**config.mk**
```make
export PLATFORM = sky130hd
export DESIGN_NAME = char_lcd_powerup_busy_port
export DESIGN_NICKNAME = d
export VERILOG_FILES = /design/src/hw/lcd_pkg.sv /design/src/hw/char_lcd_powerup_busy_port.sv
export VERILOG_INCLUDE_DIRS = /design/src /design/src/hw
export SDC_FILE = /design/constraint.sdc
export NUM_CORES = 1
export LEC_CHECK = 0
export ABC_AREA = 1
export BUFFER_PORTS_ARGS = -buffer_cell sky130_fd_sc_hd__buf_2
export CAP_MARGIN = 20
export CELL_PAD_IN_SITES_DETAIL_PLACEMENT = 1
export CELL_PAD_IN_SITES_GLOBAL_PLACEMENT = 2
export CORE_UTILIZATION = 41
export DETAILED_ROUTE_END_ITERATION = 10
export PLACE_DENSITY = 0.91
export SETUP_SLACK_MARGIN = 0.02
export SYNTH_ARGS = -nofsm -noshare
export SYNTH_HDL_FRONTEND = slang
export SYNTH_SLANG_ARGS = --single-unit
export TNS_END_PERCENT = 30
```
**constraint.sdc**
```tcl
create_clock -name mclk -period 6.7 [get_ports mclk]
set_clock_uncertainty 0.05 [all_clocks]
set_input_delay 0.335 -clock mclk [delete_from_list [all_inputs] [get_ports mclk]]
set_output_delay 0.335 -clock mclk [all_outputs]
set_load 0.02 [all_outputs]
```
**src/hw/lcd_map.svh**
```systemverilog
// Constants for the character display host port: timing figures and their cycle counts.
// Assumes the including file runs on mclk at the rate given here.
`ifndef LCD_MAP_SVH
`define LCD_MAP_SVH

`define LCD_MCLK_PERIOD_NS   40
`define LCD_POWERUP_NS       20000000
`define LCD_CLEAR_NS         1520000
`define LCD_RAM_ACCESS_NS    43000
`define LCD_INSTR_NS         37000

// Least times, rounded up to whole mclk cycles
`define LCD_POWERUP_CYC    ((`LCD_POWERUP_NS + `LCD_MCLK_PERIOD_NS - 1) / `LCD_MCLK_PERIOD_NS)
`define LCD_CLEAR_CYC      ((`LCD_CLEAR_NS + `LCD_MCLK_PERIOD_NS - 1) / `LCD_MCLK_PERIOD_NS)
`define LCD_RAM_ACCESS_CYC ((`LCD_RAM_ACCESS_NS + `LCD_MCLK_PERIOD_NS - 1) / `LCD_MCLK_PERIOD_NS)
`define LCD_INSTR_CYC      ((`LCD_INSTR_NS + `LCD_MCLK_PERIOD_NS - 1) / `LCD_MCLK_PERIOD_NS)

`define LCD_RAM_DEPTH      80
`define LCD_SPACE_CODE     8'h20
`define LCD_AC_RESET       7'h00
`define LCD_BUSY_BIT       7
`define LCD_WIDTH_BIT      4

`define LCD_CMD_CLEAR      8'h01
`define LCD_CMD_HOME_MASK  8'hfe
`define LCD_CMD_HOME       8'h02
`define LCD_CMD_FUNC_MASK  8'he0
`define LCD_CMD_FUNC       8'h20
`define LCD_CMD_ADDR_BIT   7

`endif

```
**src/hw/lcd_pkg.sv**
```systemverilog
// Types shared by the character display host port.
// Constants live in lcd_map.svh; this package holds only types.
package lcd_pkg;

  typedef struct packed {
    logic       register_select;
    logic       read_not_write;
    logic       enable;
    logic [7:0] data;
  } host_bus_t;

  typedef enum logic [2:0] {
    ST_POWERUP = 3'b001,
    ST_IDLE    = 3'b010,
    ST_BUSY    = 3'b100
  } port_state_t;

endpackage

```
**src/hw/char_lcd_powerup_busy_port.sv**
```systemverilog
// Host-facing parallel port of a character display controller with power-up busy.
// Assumes host pins are asynchronous to mclk and that the host holds each strobe
// well beyond four mclk cycles.
// Busy times count mclk cycles, so a slower mclk lengthens every wait.
// Single clock; nrst stands for the power-on reset of the device.
`timescale 1ns/1ps
`include "lcd_map.svh"

module char_lcd_powerup_busy_port #(
  parameter int unsigned POWERUP_CYCLES = `LCD_POWERUP_CYC,
  parameter int unsigned CLEAR_CYCLES   = `LCD_CLEAR_CYC,
  parameter int unsigned RAM_CYCLES     = `LCD_RAM_ACCESS_CYC,
  parameter int unsigned INSTR_CYCLES   = `LCD_INSTR_CYC
) (
  input  wire logic       mclk,
  input  wire logic       nrst,
  input  wire logic       register_select,
  input  wire logic       read_not_write,
  input  wire logic       enable,
  input  wire logic [7:0] data_in,
  output logic      [7:0] data_out,
  output logic            data_oe,
  output logic            busy
);

  localparam int unsigned DEPTH = `LCD_RAM_DEPTH;

  lcd_pkg::host_bus_t   pins;
  lcd_pkg::host_bus_t   sync1;
  lcd_pkg::host_bus_t   sync2;
  logic                 enable_prev;
  lcd_pkg::port_state_t state;
  lcd_pkg::port_state_t next_state;
  logic [19:0]          count;
  logic [19:0]          next_count;
  logic [6:0]           ac;
  logic [6:0]           next_ac;
  logic                 wide;
  logic                 next_wide;
  logic                 low_phase;
  logic [3:0]           upper;
  logic [7:0]           ram [0:DEPTH-1];

  assign pins = '{register_select, read_not_write, enable, data_in};

  // Pins come from the host's domain: two flops before anything reads them
  // The data bus crosses as a word; safe only because the host holds it
  // steady for the whole strobe and action waits for the falling edge
  always_ff @(posedge mclk or negedge nrst) begin
    if (!nrst) begin
      sync1 <= '0;
      sync2 <= '0;
      enable_prev <= 1'b0;
    end else begin
      sync1 <= pins;
      sync2 <= sync1;
      enable_prev <= sync2.enable;
    end
  end

  // Strobe action happens on the falling enable edge, after the host has
  // held data stable for the whole pulse
  wire        strobe_fall = enable_prev & ~sync2.enable;
  wire        is_busy     = (state != lcd_pkg::ST_IDLE);
  wire        count_done  = (count == 20'h00000);
  wire        status_rd   = ~sync2.register_select & sync2.read_not_write;
  wire        byte_done   = wide | low_phase;
  wire [7:0]  in_byte     = wide ? sync2.data : {upper, sync2.data[7:4]};
  wire        accept      = strobe_fall & byte_done & ~is_busy;
  wire        do_instr    = accept & ~sync2.register_select & ~sync2.read_not_write;
  wire        do_wdata    = accept & sync2.register_select & ~sync2.read_not_write;
  wire        do_rdata    = accept & sync2.register_select & sync2.read_not_write;
  wire        cmd_clear   = do_instr & (in_byte == `LCD_CMD_CLEAR);
  wire        cmd_home    = do_instr & ((in_byte & `LCD_CMD_HOME_MASK) == `LCD_CMD_HOME);
  wire        cmd_func    = do_instr & ((in_byte & `LCD_CMD_FUNC_MASK) == `LCD_CMD_FUNC);
  wire        cmd_addr    = do_instr & in_byte[`LCD_CMD_ADDR_BIT];
  // The counter leaves the memory only through a set-address instruction
  wire        ac_in_range = (ac < 7'(DEPTH));
  wire [6:0]  ac_inc      = (ac >= 7'(DEPTH - 1)) ? `LCD_AC_RESET : ac + 7'h01;
  wire [7:0]  ram_word    = ac_in_range ? ram[ac] : 8'h00;
  wire [7:0]  status_word = {is_busy, ac};
  wire [7:0]  read_word   = status_rd ? status_word : ram_word;
  // In 4-bit mode the upper phase shows the whole byte and the lower phase
  // moves the low nibble onto the upper lines, so a host that reads only
  // the upper four lines gets the byte in two halves
  wire [3:0]  low_nibble  = read_word[3:0];
  wire        upper_lane  = wide | ~low_phase;
  wire [7:0]  lane_word   = upper_lane ? read_word : {low_nibble, 4'h0};

  // Next state, busy time and address counter
  always_comb begin
    next_state = state;
    next_count = count;
    next_ac    = ac;
    next_wide  = wide;
    case (state)
      lcd_pkg::ST_POWERUP: begin
        // Fixed cycle count: the delay scales with the clock rate
        if (count_done) begin
          next_state = lcd_pkg::ST_IDLE;
        end else begin
          next_count = count - 20'h00001;
        end
      end
      lcd_pkg::ST_IDLE: begin
        // Clear and home share the long busy time; home leaves memory alone
        if (cmd_clear || cmd_home) begin
          next_ac    = `LCD_AC_RESET;
          next_count = 20'(CLEAR_CYCLES - 1);
          next_state = lcd_pkg::ST_BUSY;
        end else if (do_wdata || do_rdata) begin
          // Reads and writes both step the address and wrap at the end
          next_ac    = ac_inc;
          next_count = 20'(RAM_CYCLES - 1);
          next_state = lcd_pkg::ST_BUSY;
        end else if (do_instr) begin
          // Any other instruction costs only the short busy time
          if (cmd_addr) begin
            next_ac = in_byte[6:0];
          end
          if (cmd_func) begin
            next_wide = in_byte[`LCD_WIDTH_BIT];
          end
          next_count = 20'(INSTR_CYCLES - 1);
          next_state = lcd_pkg::ST_BUSY;
        end
      end
      lcd_pkg::ST_BUSY: begin
        if (count_done) begin
          next_state = lcd_pkg::ST_IDLE;
        end else begin
          next_count = count - 20'h00001;
        end
      end
      default: begin
        next_state = lcd_pkg::ST_POWERUP;
        next_count = 20'(POWERUP_CYCLES - 1);
      end
    endcase
  end

  // Reset needs no host command: power-up busy starts from nrst alone
  always_ff @(posedge mclk or negedge nrst) begin
    if (!nrst) begin
      state <= lcd_pkg::ST_POWERUP;
      count <= 20'(POWERUP_CYCLES - 1);
      ac    <= `LCD_AC_RESET;
      wide  <= 1'b1;
    end else begin
      state <= next_state;
      count <= next_count;
      ac    <= next_ac;
      wide  <= next_wide;
    end
  end

  // Nibble tracking runs even while busy so status polling stays aligned
  // Limitation: a host that ignores busy in 4-bit mode and loses count
  // must send a function set to bring the phase back to the upper nibble
  always_ff @(posedge mclk or negedge nrst) begin
    if (!nrst) begin
      low_phase <= 1'b0;
      upper     <= 4'h0;
    end else if (cmd_func) begin
      low_phase <= 1'b0;
    end else if (strobe_fall && !wide) begin
      low_phase <= ~low_phase;
      if (!low_phase) begin
        upper <= sync2.data[7:4];
      end
    end
  end

  // Display memory; reset and clear both fill it with spaces
  // Clear rewrites every cell in one cycle, trading area for speed; the
  // long busy time is kept for the host's sake, the memory needs none
  // Writes to addresses beyond the depth find no cell and are dropped
  genvar i;
  generate
    for (i = 0; i < DEPTH; i = i + 1) begin : g_cell
      always_ff @(posedge mclk or negedge nrst) begin
        if (!nrst) begin
          ram[i] <= `LCD_SPACE_CODE;
        end else if (cmd_clear) begin
          ram[i] <= `LCD_SPACE_CODE;
        end else if (do_wdata && ac == 7'(i)) begin
          ram[i] <= in_byte;
        end
      end
    end
  endgenerate

  // Read data is registered; the host samples it late in its enable pulse
  always_ff @(posedge mclk or negedge nrst) begin
    if (!nrst) begin
      data_out <= 8'h00;
    end else begin
      data_out <= lane_word;
    end
  end

  // Follows the synchronised strobe: the bus is driven two cycles after
  // the pin rises and released two cycles after it falls
  assign data_oe = sync2.enable & sync2.read_not_write;
  // The state decode itself, so busy rises the cycle after a take
  assign busy    = is_busy;

endmodule // char_lcd_powerup_busy_port

```
Yosys cells after proc, flatten, opt, wreduce, memory -nomap -nowiden
Index checks and enable logic that the tools add are counted.
{"block": "word_totals", "latch_bits": 0, "regBits": 707, "ramBits": 0, "romBits": 0, "inputBits": 13, "n_memories": 0, "output_inout_bits": 10}
{"block": "op_classes", "shifts": 0, "n_eq_ne": 89, "n_mux": 184, "mul": 0, "bitwise_logic": 25, "addsub": 2, "order_cmp": 3, "n_div": 0, "n_reduce_logical": 175}
{"cell": "two-way mux 8 bit", "count": 166}
{"cell": "== test 7 x 6 -> 1 bit (second input constant)", "count": 32}
{"cell": "nonzero test 2 bit", "count": 81}
{"cell": "== test 7 x 5 -> 1 bit (second input constant)", "count": 16}
{"cell": "== test 7 bit (second input constant)", "count": 16}
{"cell": "logical AND 1 bit", "count": 81}
{"cell": "two-way mux 20 bit", "count": 4}
{"cell": "binary-select mux 8 bit (select 7 bit)", "count": 1}
{"cell": "== test 7 x 4 -> 1 bit (second input constant)", "count": 8}
{"cell": "one-hot mux 20 bit (2 select lines)", "count": 1}
{"cell": "two-way mux 7 bit", "count": 5}
{"cell": "== test 7 x 3 -> 1 bit (second input constant)", "count": 4}
{"cell": "zero test 20 bit", "count": 1}
{"cell": "subtractor 20 x 1 -> 20 bit (second input constant)", "count": 1}
{"cell": "bitwise AND 1 bit", "count": 14}
{"cell": "== test 7 x 1 -> 1 bit (second input constant)", "count": 2}
{"cell": "== test 7 x 2 -> 1 bit (second input constant)", "count": 2}
{"cell": "two-way mux 3 bit", "count": 4}
{"cell": "== test 8 x 1 -> 1 bit (second input constant)", "count": 1}
{"cell": ">= comparator 8 bit (second input constant)", "count": 1}
{"cell": "inverter 1 bit", "count": 8}
{"cell": "inverter 7 -> 8 bit", "count": 1}
{"cell": "adder 7 x 1 -> 7 bit (second input constant)", "count": 1}
{"cell": ">= comparator 7 bit (second input constant)", "count": 1}
{"cell": "other kinds (19)", "count": 26}

Depth between registers and ports, before layout
Gate-level depths: netlist of the first run.
{"block": "logic_depth", "word_depth": 11, "depth_mapped": 18}

Worst setup path after synthesis of the first run
No wires, ideal clock.
{"block": "synth_path", "kind": "reg-to-reg", "start": "register ac[0]", "end": "register ram[126] (netlist bit)", "path_slack_ns": 4.164, "required_time_ns": 6.518, "arrival_time_ns": 2.355, "path_stages_with_launch": 14, "path_buffers": 6, "cell_sequence": "dfrtp_1 > buf_2 > inv_1 > buf_2 > clkbuf_1 > clkbuf_1 > ha_1 > clkbuf_1 > nand4_1 > nand2_1 > inv_2 > buf_2 > nand2_1 > o21ai_1"}
{"block": "synth_via", "elab_chain_len": 3}
{"element": "from (decl)", "line": "char_lcd_powerup_busy_port.sv:36", "source": "logic [6:0] ac;"}
{"element": "from (signal assigned)", "line": "char_lcd_powerup_busy_port.sv:147", "source": "ac <= `LCD_AC_RESET;"}
{"element": "from (signal assigned)", "line": "char_lcd_powerup_busy_port.sv:152", "source": "ac <= next_ac;"}
{"element": "== test 7 bit", "line": "char_lcd_powerup_busy_port.sv:186", "source": "end else if (do_wdata && ac == 7'(i)) begin"}
{"element": "logical AND 1 bit", "line": "char_lcd_powerup_busy_port.sv:186"}
{"element": "nonzero test 2 bit (no line)"}
{"element": "to (signal, indexed assignment)", "line": "char_lcd_powerup_busy_port.sv:183", "source": "ram[i] <= `LCD_SPACE_CODE;"}
{"element": "to (signal, indexed assignment)", "line": "char_lcd_powerup_busy_port.sv:185", "source": "ram[i] <= `LCD_SPACE_CODE;"}
{"element": "to (signal, indexed assignment)", "line": "char_lcd_powerup_busy_port.sv:187", "source": "ram[i] <= in_byte;"}
{"element": "to (decl)", "line": "char_lcd_powerup_busy_port.sv:42", "source": "logic [7:0] ram [0:DEPTH-1];"}
No other way between the ends.
A chain may end at the register's enable or synchronous reset.

Worst setup path after layout of the first run
{"block": "layout_path", "start": "register wide", "end": "register ram[480] (netlist bit)"}
{"block": "layout_via", "elab_chain_len": 7, "word_cells_on_any_way": 14, "cone_classes": "eq/ne (1); mux (3); bitwise (8); reduce/logical (2)"}
{"element": "from (decl)", "line": "char_lcd_powerup_busy_port.sv:38", "source": "logic wide;"}
{"element": "from (signal assigned)", "line": "char_lcd_powerup_busy_port.sv:153", "source": "wide <= next_wide;"}
{"element": "OR 1 bit", "line": "char_lcd_powerup_busy_port.sv:67", "source": "wire byte_done = wide | low_phase;"}
{"element": "bitwise AND 1 bit (2 in a row)", "line": "char_lcd_powerup_busy_port.sv:69", "source": "wire accept = strobe_fall & byte_done & ~is_busy;"}
{"element": "bitwise AND 1 bit (on tied branches) (2 in a row)", "line": "char_lcd_powerup_busy_port.sv:70, char_lcd_powerup_busy_port.sv:71"}
{"element": "bitwise AND 1 bit or logical AND 1 bit (tied branches)", "line": "char_lcd_powerup_busy_port.sv:73, char_lcd_powerup_busy_port.sv:186"}
{"element": "two-way mux 8 bit or nonzero test 2 bit (tied branches)"}
Parallel ways exist; a longest one is shown, timed or not. The select of a mux whose other input is x is not followed.

==> results of run 1 <==
==> sequential cells by signal, indices dropped and copies added, names as in the netlist <==
signal,flops
sync1,11
ram,640
enable_prev,1
count,20
upper,4
wide,1
sync2,11
ac,7
state,3
low_phase,1
data_out,8
==> how the worst max path moves through the flow <==
stage | start | to | slack, ps | depth (start not counted)
floorplan | ac[0] | ram[126] | 4160 | 13
global placement | wide | ram[312] | 2150 | 14
detailed placement | wide | ram[248] | 2080 | 14
CTS | wide | ram[248] | 2040 | 14
global route | wide | ram[296] | 1830 | 14
finish | wide | ram[480] | 2130 | 14
==> placed cells by master (no fill, tap or decap), types with 4 or more instances in the layout <==
master,Yosys,routed
dlygate4sd3_1,0,12
nor3_1,4,4
nand2_1,1378,1377
inv_1,275,273
inv_2,88,88
nand2_2,54,53
dfrtp_1,614,612
nand4_1,94,94
nor2_4,2,5
a21oi_1,21,21
o21ai_1,314,313
buf_2,51,21
clkinv_2,0,7
o21ai_0,595,592
dfstp_2,93,93
buf_4,2,37
buf_12,0,7
nand3_1,125,125
clkbuf_8,0,12
clkbuf_16,0,84
clkbuf_1,178,37
nor2_1,413,409
o22ai_1,52,52
ha_1,5,4
xor2_1,6,6
==> layer usage <==
layer  vias to the layer above  global-route usage, %  wire [um]
li1                      14000                      -          -
met1                     14900                   36.4      50000
met2                       506                   43.0      49800
met3                       157                   3.07       4350
met4                         0                   8.05       2890
met5                         -                      0          0
==> metrics by stage <==
stage	utilization, %	power, mW	setup WS, ps
floorplan	-	4.56	4160
CTS	45.8	9.24	2040
finish	45.8	9.13	2130
global placement	42.5	4.83	2150
global route	45.8	9.43	1830
detailed placement	42.5	4.84	2080
==> report_power, final <==
group	internal [mW]	total [mW]	switching, mW
logic	0.0552	0.455	0.400
clock network	2.56	4.37	1.81
registers	4.29	4.31	0.0154
total	6.91	9.13	2.22
==> area by class of cell <==
class / count / area share [%]
timing repair buffer: 79 / 1.79
inverter: 366 / 3.70
tap: 1070 / 3.57
sequential: 707 / 47.5
multi-input combinational: 3089 / 36.5
clock buffer: 133 / 6.42
clock inverter: 14 / 0.447
==> worst max-delay path, delay by kind of cell (launching register included) <==
kind            cells  cell delay (ps)
buf+inv             6             1750
simple gates        6             1570
compound gates      2              200
flops               1              810
==> cell families (layout without fill, tap and decap cells) <==
kind of cell	after synthesis	in the layout	synth area share, %
buffers and inverters	629	592	7.20
DFF	707	707	52.6
xor gates and xnor gates	8	8	0.207
adders and majority gates	5	5	0.185
and+or+nand+nor	2080	2080	24.8
AOI/OAI and AO/OA	996	996	15.1
==> run summary, run 1 <==
The run finished with clean final reports. The signal on the critical path passes through inv_2 -> or2_1 -> o21ai_2 -> buf_4 -> inv_2 -> buf_4 -> nor2_2 -> nand3_1 -> nor2_1 -> nand2_4 -> buf_4 -> nand2_4 -> buf_4 -> o21ai_1. Summing all flip-flop and latch instances after layout gives 0.0178 mm^2.

Launch point of the worst hold path: enable. A synthesized cell averages 7.65 um^2. The worst slew margin relative to its limit came out at 26.3%. Setup repair after global routing left no endpoint under its margin. The number of placed I/O pins was 23; the area inside the core boundary was 0.0818 mm^2. Data on the critical path arrives at its endpoint at 5000 ps. Compared with the post-synthesis result, the final layout area differs by 10.7%. The run gives 5298 as the placed instance count. In this run the power density over the cells is 244 mW/mm^2. TritonCTS built the clock tree.

The repair_antennas step left the layout with diodes totalling 0. In this run the worst path has a maximum fanout of 56. The overall die height is 289 um, and the total DRC errors in the routed layout is 0. Remaining global-route overflow: 0.

The area share of the largest cell type after synthesis was 45.4%; the cell area reported after detailed placement was 0.0348 mm^2. After layout, the worst path uses 68.3% of the clock period. The deepest level of the CTS H-tree is 3, and the CTS clock-pin slew for the worst setup and hold paths is 60 ps. The worst-case IR drop observed on VDD is 0.186 mV.

The per-cell via count in the routed design was 5.41. For the clock latency on the worst-skew pair, the log shows 630 ps. Slowest stage cell on the critical path: dfstp_2. The initial antenna violation count came out at 1. After synthesis, the netlist uses 42 different library cells. The startpoint identified for the worst register-to-register timing path is wide. The detail route stage leaves a number of antenna-violating nets equal to 0. The count of yosys warnings during synthesis is 0. The run gives 167 as the maximum number of pins on one net before global-route repair. The worst hold slack is 299 ps. Summing every instance area after synthesis gives 0.0339 mm^2.

The path type of the worst setup path is reg2reg. After legalization and detailed placement, the total HPWL measured 63400 um. The tools report the number of global-route vias before repair as 30500. The run gives 0.0375 mm^2 as the summed area of non-filler cells in the final layout. The number of failing hold endpoints at the final stage is 0. Post-CTS timing repair inserted 0 buffers for setup.

The CTS sink count is 707. The worst stage delay on the critical path came out at 810 ps. For the first-pass GRT wire length, the log shows 173000 um. Most common cell in the netlist: nand2_1. Synthesis produced a netlist whose cell count is 4425. In this run, post-CTS hold repair placed 12 buffers.

From left edge to right edge, the die measures 289 um. In this run, synthesis inferred 0 flip-flops with an integrated enable. dfrtp_1 takes more of the synthesized area than any other cell. Detailed routing inserted a total of 29500 vias.

Once layout is complete, the cells apart from fillers number 5458. Based on the critical path, the design can be clocked at up to 219 MHz. The sum of negative setup slack is 0 ps. The worst-case hold path end point is sync1[8]. In this run the clock root is driven by a clkbuf_16. The cell count of the worst reg-to-reg path was 14; the max capacitance violation total was 0.

The worst setup path is launched from a register. In the final layout, the multi-input gates occupy 0.0137 mm^2. The transition time at the pin with the least slew margin was 1100 ps. The tools report the endpoint of the worst register-to-register path as ram[480]. Along the worst hold path, the cell count comes to 2. The number of register bits inferred by synthesis is 707. For the total of fill cells in the finished design, the log shows 10000. Counting stages on the worst path, the most repeated cell is buf_4. The run gives 26.3% as the overall fraction of global-route tracks in use.

The run gives 5 as the length of the first detailed-routing pass in iterations. By count the netlist is led by nand2_1 (1378), dfrtp_1 (614), o21ai_0 (595). In this run, post-CTS repair resized a total of 0 instances. The leakage power summed over all cells is 17.4 nW. The register-to-register setup slack is 2130 ps. The sequential fraction of the synthesis area was 52.6%. In the final layout, the share of cells above drive strength 1 is 9.91%.

Of all flip-flops after synthesis, the portion carrying an async set or reset was 100%. When the netlist entered floorplanning its net count stood at 4443. In the post-synthesis netlist, the biggest area contributors are dfrtp_1 (45%), nand2_1 (15%), o21ai_0 (8.8%).

The run gives 0.832 as the last weighted congestion value of the routability-driven placer. The logs give 0 for the number of setup violations in the final report and 1988 for the iteration-0 DRC count of the detailed router. The most common flop cell mapped by yosys was dfrtp_1.

In this run the deepest clock path goes through 3 buffers. For the initial cell density of the core, the log shows 41.4%. Count of port buffers added during placement: 22. The number of rows created at floorplan was 105. The required time reported for the critical path endpoint was 7130 ps.

The tools report the endpoint class of the critical path as a register. For this block, the routed nets add up to 107000 um of wire. The min-delay analysis places its worst path in the category in2reg.

After the last flow step, the layout net total stands at 4340. The max-slew violation total from the final report is 0. The detailed-route wire length per cell is 19.6 um.

In this run, CTS created clock tree buffers numbering 79. The floorplan step defined a die boundary enclosing 0.0837 mm^2. The shortest clock period the worst path allows after layout is 4570 ps.
No activity file was read; power rests on OpenSTA's default activity.
==> run 2, diff against run 1 <==
Settings changed: CORE_UTILIZATION 41 to 38, PLACE_DENSITY 0.91 to 0.85.
Clock period 6.7 ns to 4.8 ns, I/O delays scaled along.
==> run summary, run 2 (synthesized netlist as in run 1, its figures left out) <==
On the critical path the largest part of the delay comes from simple AND/OR/NAND/NOR gates. The tools report the number of failing hold endpoints at the final stage as 0 (unchanged). Maximum count of clock buffers along a single path: 3 (unchanged). In this run the critical register-to-register path is captured at ram[472]. Total of fill cells in the finished design: 10700 (+6.9%). The shortest clock period the worst path allows after layout was 3870 ps (-703 ps). The largest register by flop count is ram. The max-slew violation total from the final report was 0 (unchanged); the transition time at the pin with the least slew margin was 1060 ps (-42.3 ps).

The maximum fanout along the worst path is 56 (unchanged), and the sequential group share of total power is 47.0% (-0.2 points). The count of port buffers added during placement works out to 22 (unchanged). The run gives 0 (unchanged) as the max capacitance violation total. The startpoint identified for the worst register-to-register timing path is wide.

The largest registers in the layout are ram: 640 flops, count: 20 flops. Initial cell density of the core: 38.3% (-3.1 points). The path with the worst hold slack has its endpoint at sync1[1]. For the via total after detailed routing, the log shows 29300 (-0.64%). The logs give 0 (unchanged) for the number of setup violations in the final report and 0.245 mV (+32%) for the worst ir drop on vdd.

The worst hold path begins at data_in[1]. The clock buffer count from CTS is 79 (unchanged). The per-cell via count in the routed design works out to 5.27 (-2.5%).

The CTS clock-pin slew for the worst setup and hold paths is 60 ps (about the same), and the detailed-route wire length per cell is 19.6 um (about the same). The run gives 0 (-1) as the initial antenna violation count. The flow ran to the end, and the final reports show no timing, DRC or antenna violations. The flip-flop count of the largest register after layout is 640 (unchanged). The iteration-0 DRC count of the detailed router was 2080 (+4.6%). The run gives 930 ps (-1200 ps) as the register-to-register setup slack. The endpoint arrival time on the critical path was 4310 ps (-690 ps); the number of global-route vias before repair was 30100 (-1.4%).

The remaining global-route overflow is 0 (unchanged), and the overall die height is 301 um (+3.8%). The post-route worst setup slack is 930 ps (-1200 ps). The total wirelength of the detailed-routed design is 109000 um (+2.0%), and the CTS sink count is 707 (unchanged). In this run the worst hold path is classified as in2reg. The run gives 4351 (+0.25%) as the number of nets in the finished design. The run gives 146 (-13%) as the maximum number of pins on one net before global-route repair. The logs give 0 ps (unchanged) for the sum of negative setup slack and 0.0884 mm^2 (+8.0%) for the area inside the core boundary. The switching share of power is 24.5% (+0.12 points), and the area enclosed by the die boundary is 0.0903 mm^2 (+7.8%). The most common cell after layout, fill and taps aside is nand2_1.

The worst stage delay on the critical path was 850 ps (+40 ps). The tools report the launching element type of the critical path as a register. The library cells used most frequently in the layout, excluding fill and tap cells, are nand2_1 (1377), dfrtp_1 (612), o21ai_0 (592).

For the clock share of power, the log shows 47.9% (about the same). For the worst slew margin relative to its limit, the log shows 29.1% (+2.7 points). The fraction of final layout cells with drive strength greater than 1 came out at 10.4% (+0.45 points).

The critical path goes through inv_2 -> or2_1 -> o21ai_4 -> inv_2 -> nor2_2 -> nand3_1 -> nor2_1 -> nand2_4 -> nand2_4 -> buf_12 -> o21ai_1. The logs give 24.6% (-1.6 points) for the overall fraction of global-route tracks in use and 258 MHz (+18%) for the maximum achievable frequency. For the required time reported for the critical path endpoint, the log shows 5240 ps (-1890 ps). The cell sitting at the root of the clock tree is a clkbuf_16. The tools report the worst-case setup slack after placement as 922 ps (-1160 ps). The last weighted congestion value of the routability-driven placer was 0.809 (-2.8%).

Share of the clock period used by the worst path: 80.6% (+12 points). The number of cells on the worst hold path was 2 (unchanged). The first-pass GRT wire length came out at 176000 um (+1.5%). The worst setup path is of the reg2reg kind. TritonCTS built the clock tree. The hold buffer count at CTS was 12 (unchanged); the share of power burned in combinational logic was 5.1% (about the same). The logs give 9.65 mW (+40%) for the design internal power and 109 (+3.8%) for the number of rows created at floorplan. The die extent in x is 301 um (+3.8%), and the buffer and inverter count on the worst path is 3 (-3).

The power density normalized to cell area works out to 337 mW/mm^2 (+38%). The endpoint class of the critical path is a register. The cell count of the worst reg-to-reg path was 11 (-3). The tools report the post-detailed-route count of antenna-violating nets as 0 (unchanged).

The slowest stage cell on the critical path is dfstp_2. Setup repair after global routing left no endpoint under its margin. The logs give 0 (unchanged) for the total DRC errors in the routed layout and 23 (unchanged) for the number of placed I/O pins. For the number of gates resized after CTS, the log shows 0 (unchanged).

The tools report the length of the first detailed-routing pass in iterations as 5 (unchanged). The layout-stage area growth over the synthesis result is 11.9%, and the deepest level of the CTS H-tree is 3 (unchanged). The total power consumption of the routed design was 12.8 mW (+40%). The tools report the buffers inserted during post-CTS setup optimization as 0 (unchanged). For the switching power total, the log shows 3.12 mW (+41%). The count of inserted antenna diode cells is 0 (unchanged). The tools report the clock latency on the worst-skew pair as 630 ps (about the same). The tools report the leakage power summed over all cells as 17.5 nW (+0.83%). The placed wire-length estimate after detailed placement was 65100 um (+2.7%).
-- run 2: cell types whose count changed in the layout (fill, tap and decap cells not counted), moves of 2 or more --
cell / before / now
o21ai_2: 3 / 1
clkbuf_1: 37 / 27
buf_12: 7 / 20
o21ai_4: 3 / 5
clkinv_2: 7 / 13
clkbuf_8: 12 / 17
inv_6: 1 / 3
clkbuf_16: 84 / 82
-- run 2: area by class of cell --
| class | instances | area (um^2) | share of cell area [%] |
|---|---|---|---|
| Sequential cell | 707 | 17800 | 47.0 |
| Clock inverter | 21 | 206 | 0.545 |
| Timing Repair Buffer | 90 | 911 | 2.41 |
| Multi-Input combinational cell | 3089 | 13700 | 36.2 |
| Clock buffer | 126 | 2390 | 6.30 |
| Tap cell | 1165 | 1460 | 3.85 |
| Inverter | 366 | 1390 | 3.66 |
-- run 2: how the worst max path moves through the flow --
stage | from | to | slack [ps] | depth (start not counted)
after global routing | wide | ram[333] | 680 | 12
after CTS | wide | ram[472] | 880 | 11
after detailed placement | wide | ram[472] | 920 | 11
after floorplan | ac[0] | ram[126] | 2260 | 13
after global placement | wide | ram[488] | 1040 | 11
final | wide | ram[472] | 930 | 11
-- run 2: metrics by stage --
stage,instances,area [um^2],hold slack [ps],utilization (%)
floorplan,4425,33900,-106,-
global placement,5405,35200,286,39.8
detailed placement,5405,35200,287,39.8
CTS,5564,37900,166,42.9
global route,5564,37900,197,42.9
finish,5564,37900,199,42.9
-- run 2: power groups by stage --
| stage | registers, mW | logic, mW | clock network [mW] |
|---|---|---|---|
| 2_1_floorplan | 6.11 | 0.253 | 0 |
| 3_3_place_gp | 6.11 | 0.651 | 0 |
| 3_5_place_dp | 6.11 | 0.656 | 0 |
| 4_1_cts | 6.01 | 0.666 | 6.26 |
| 5_1_grt | 6.01 | 0.707 | 6.47 |
| 6_report | 6.01 | 0.652 | 6.12 |
-- run 2: per-layer routing --
layer  track usage, %  share of wire [%]  up-vias
met1             35.0                 48    14700
li1                 -                  -    14000
met4             6.57                2.0        0
met2             40.1                 46      469
met5                0                  0        -
met3             2.47                3.4      128
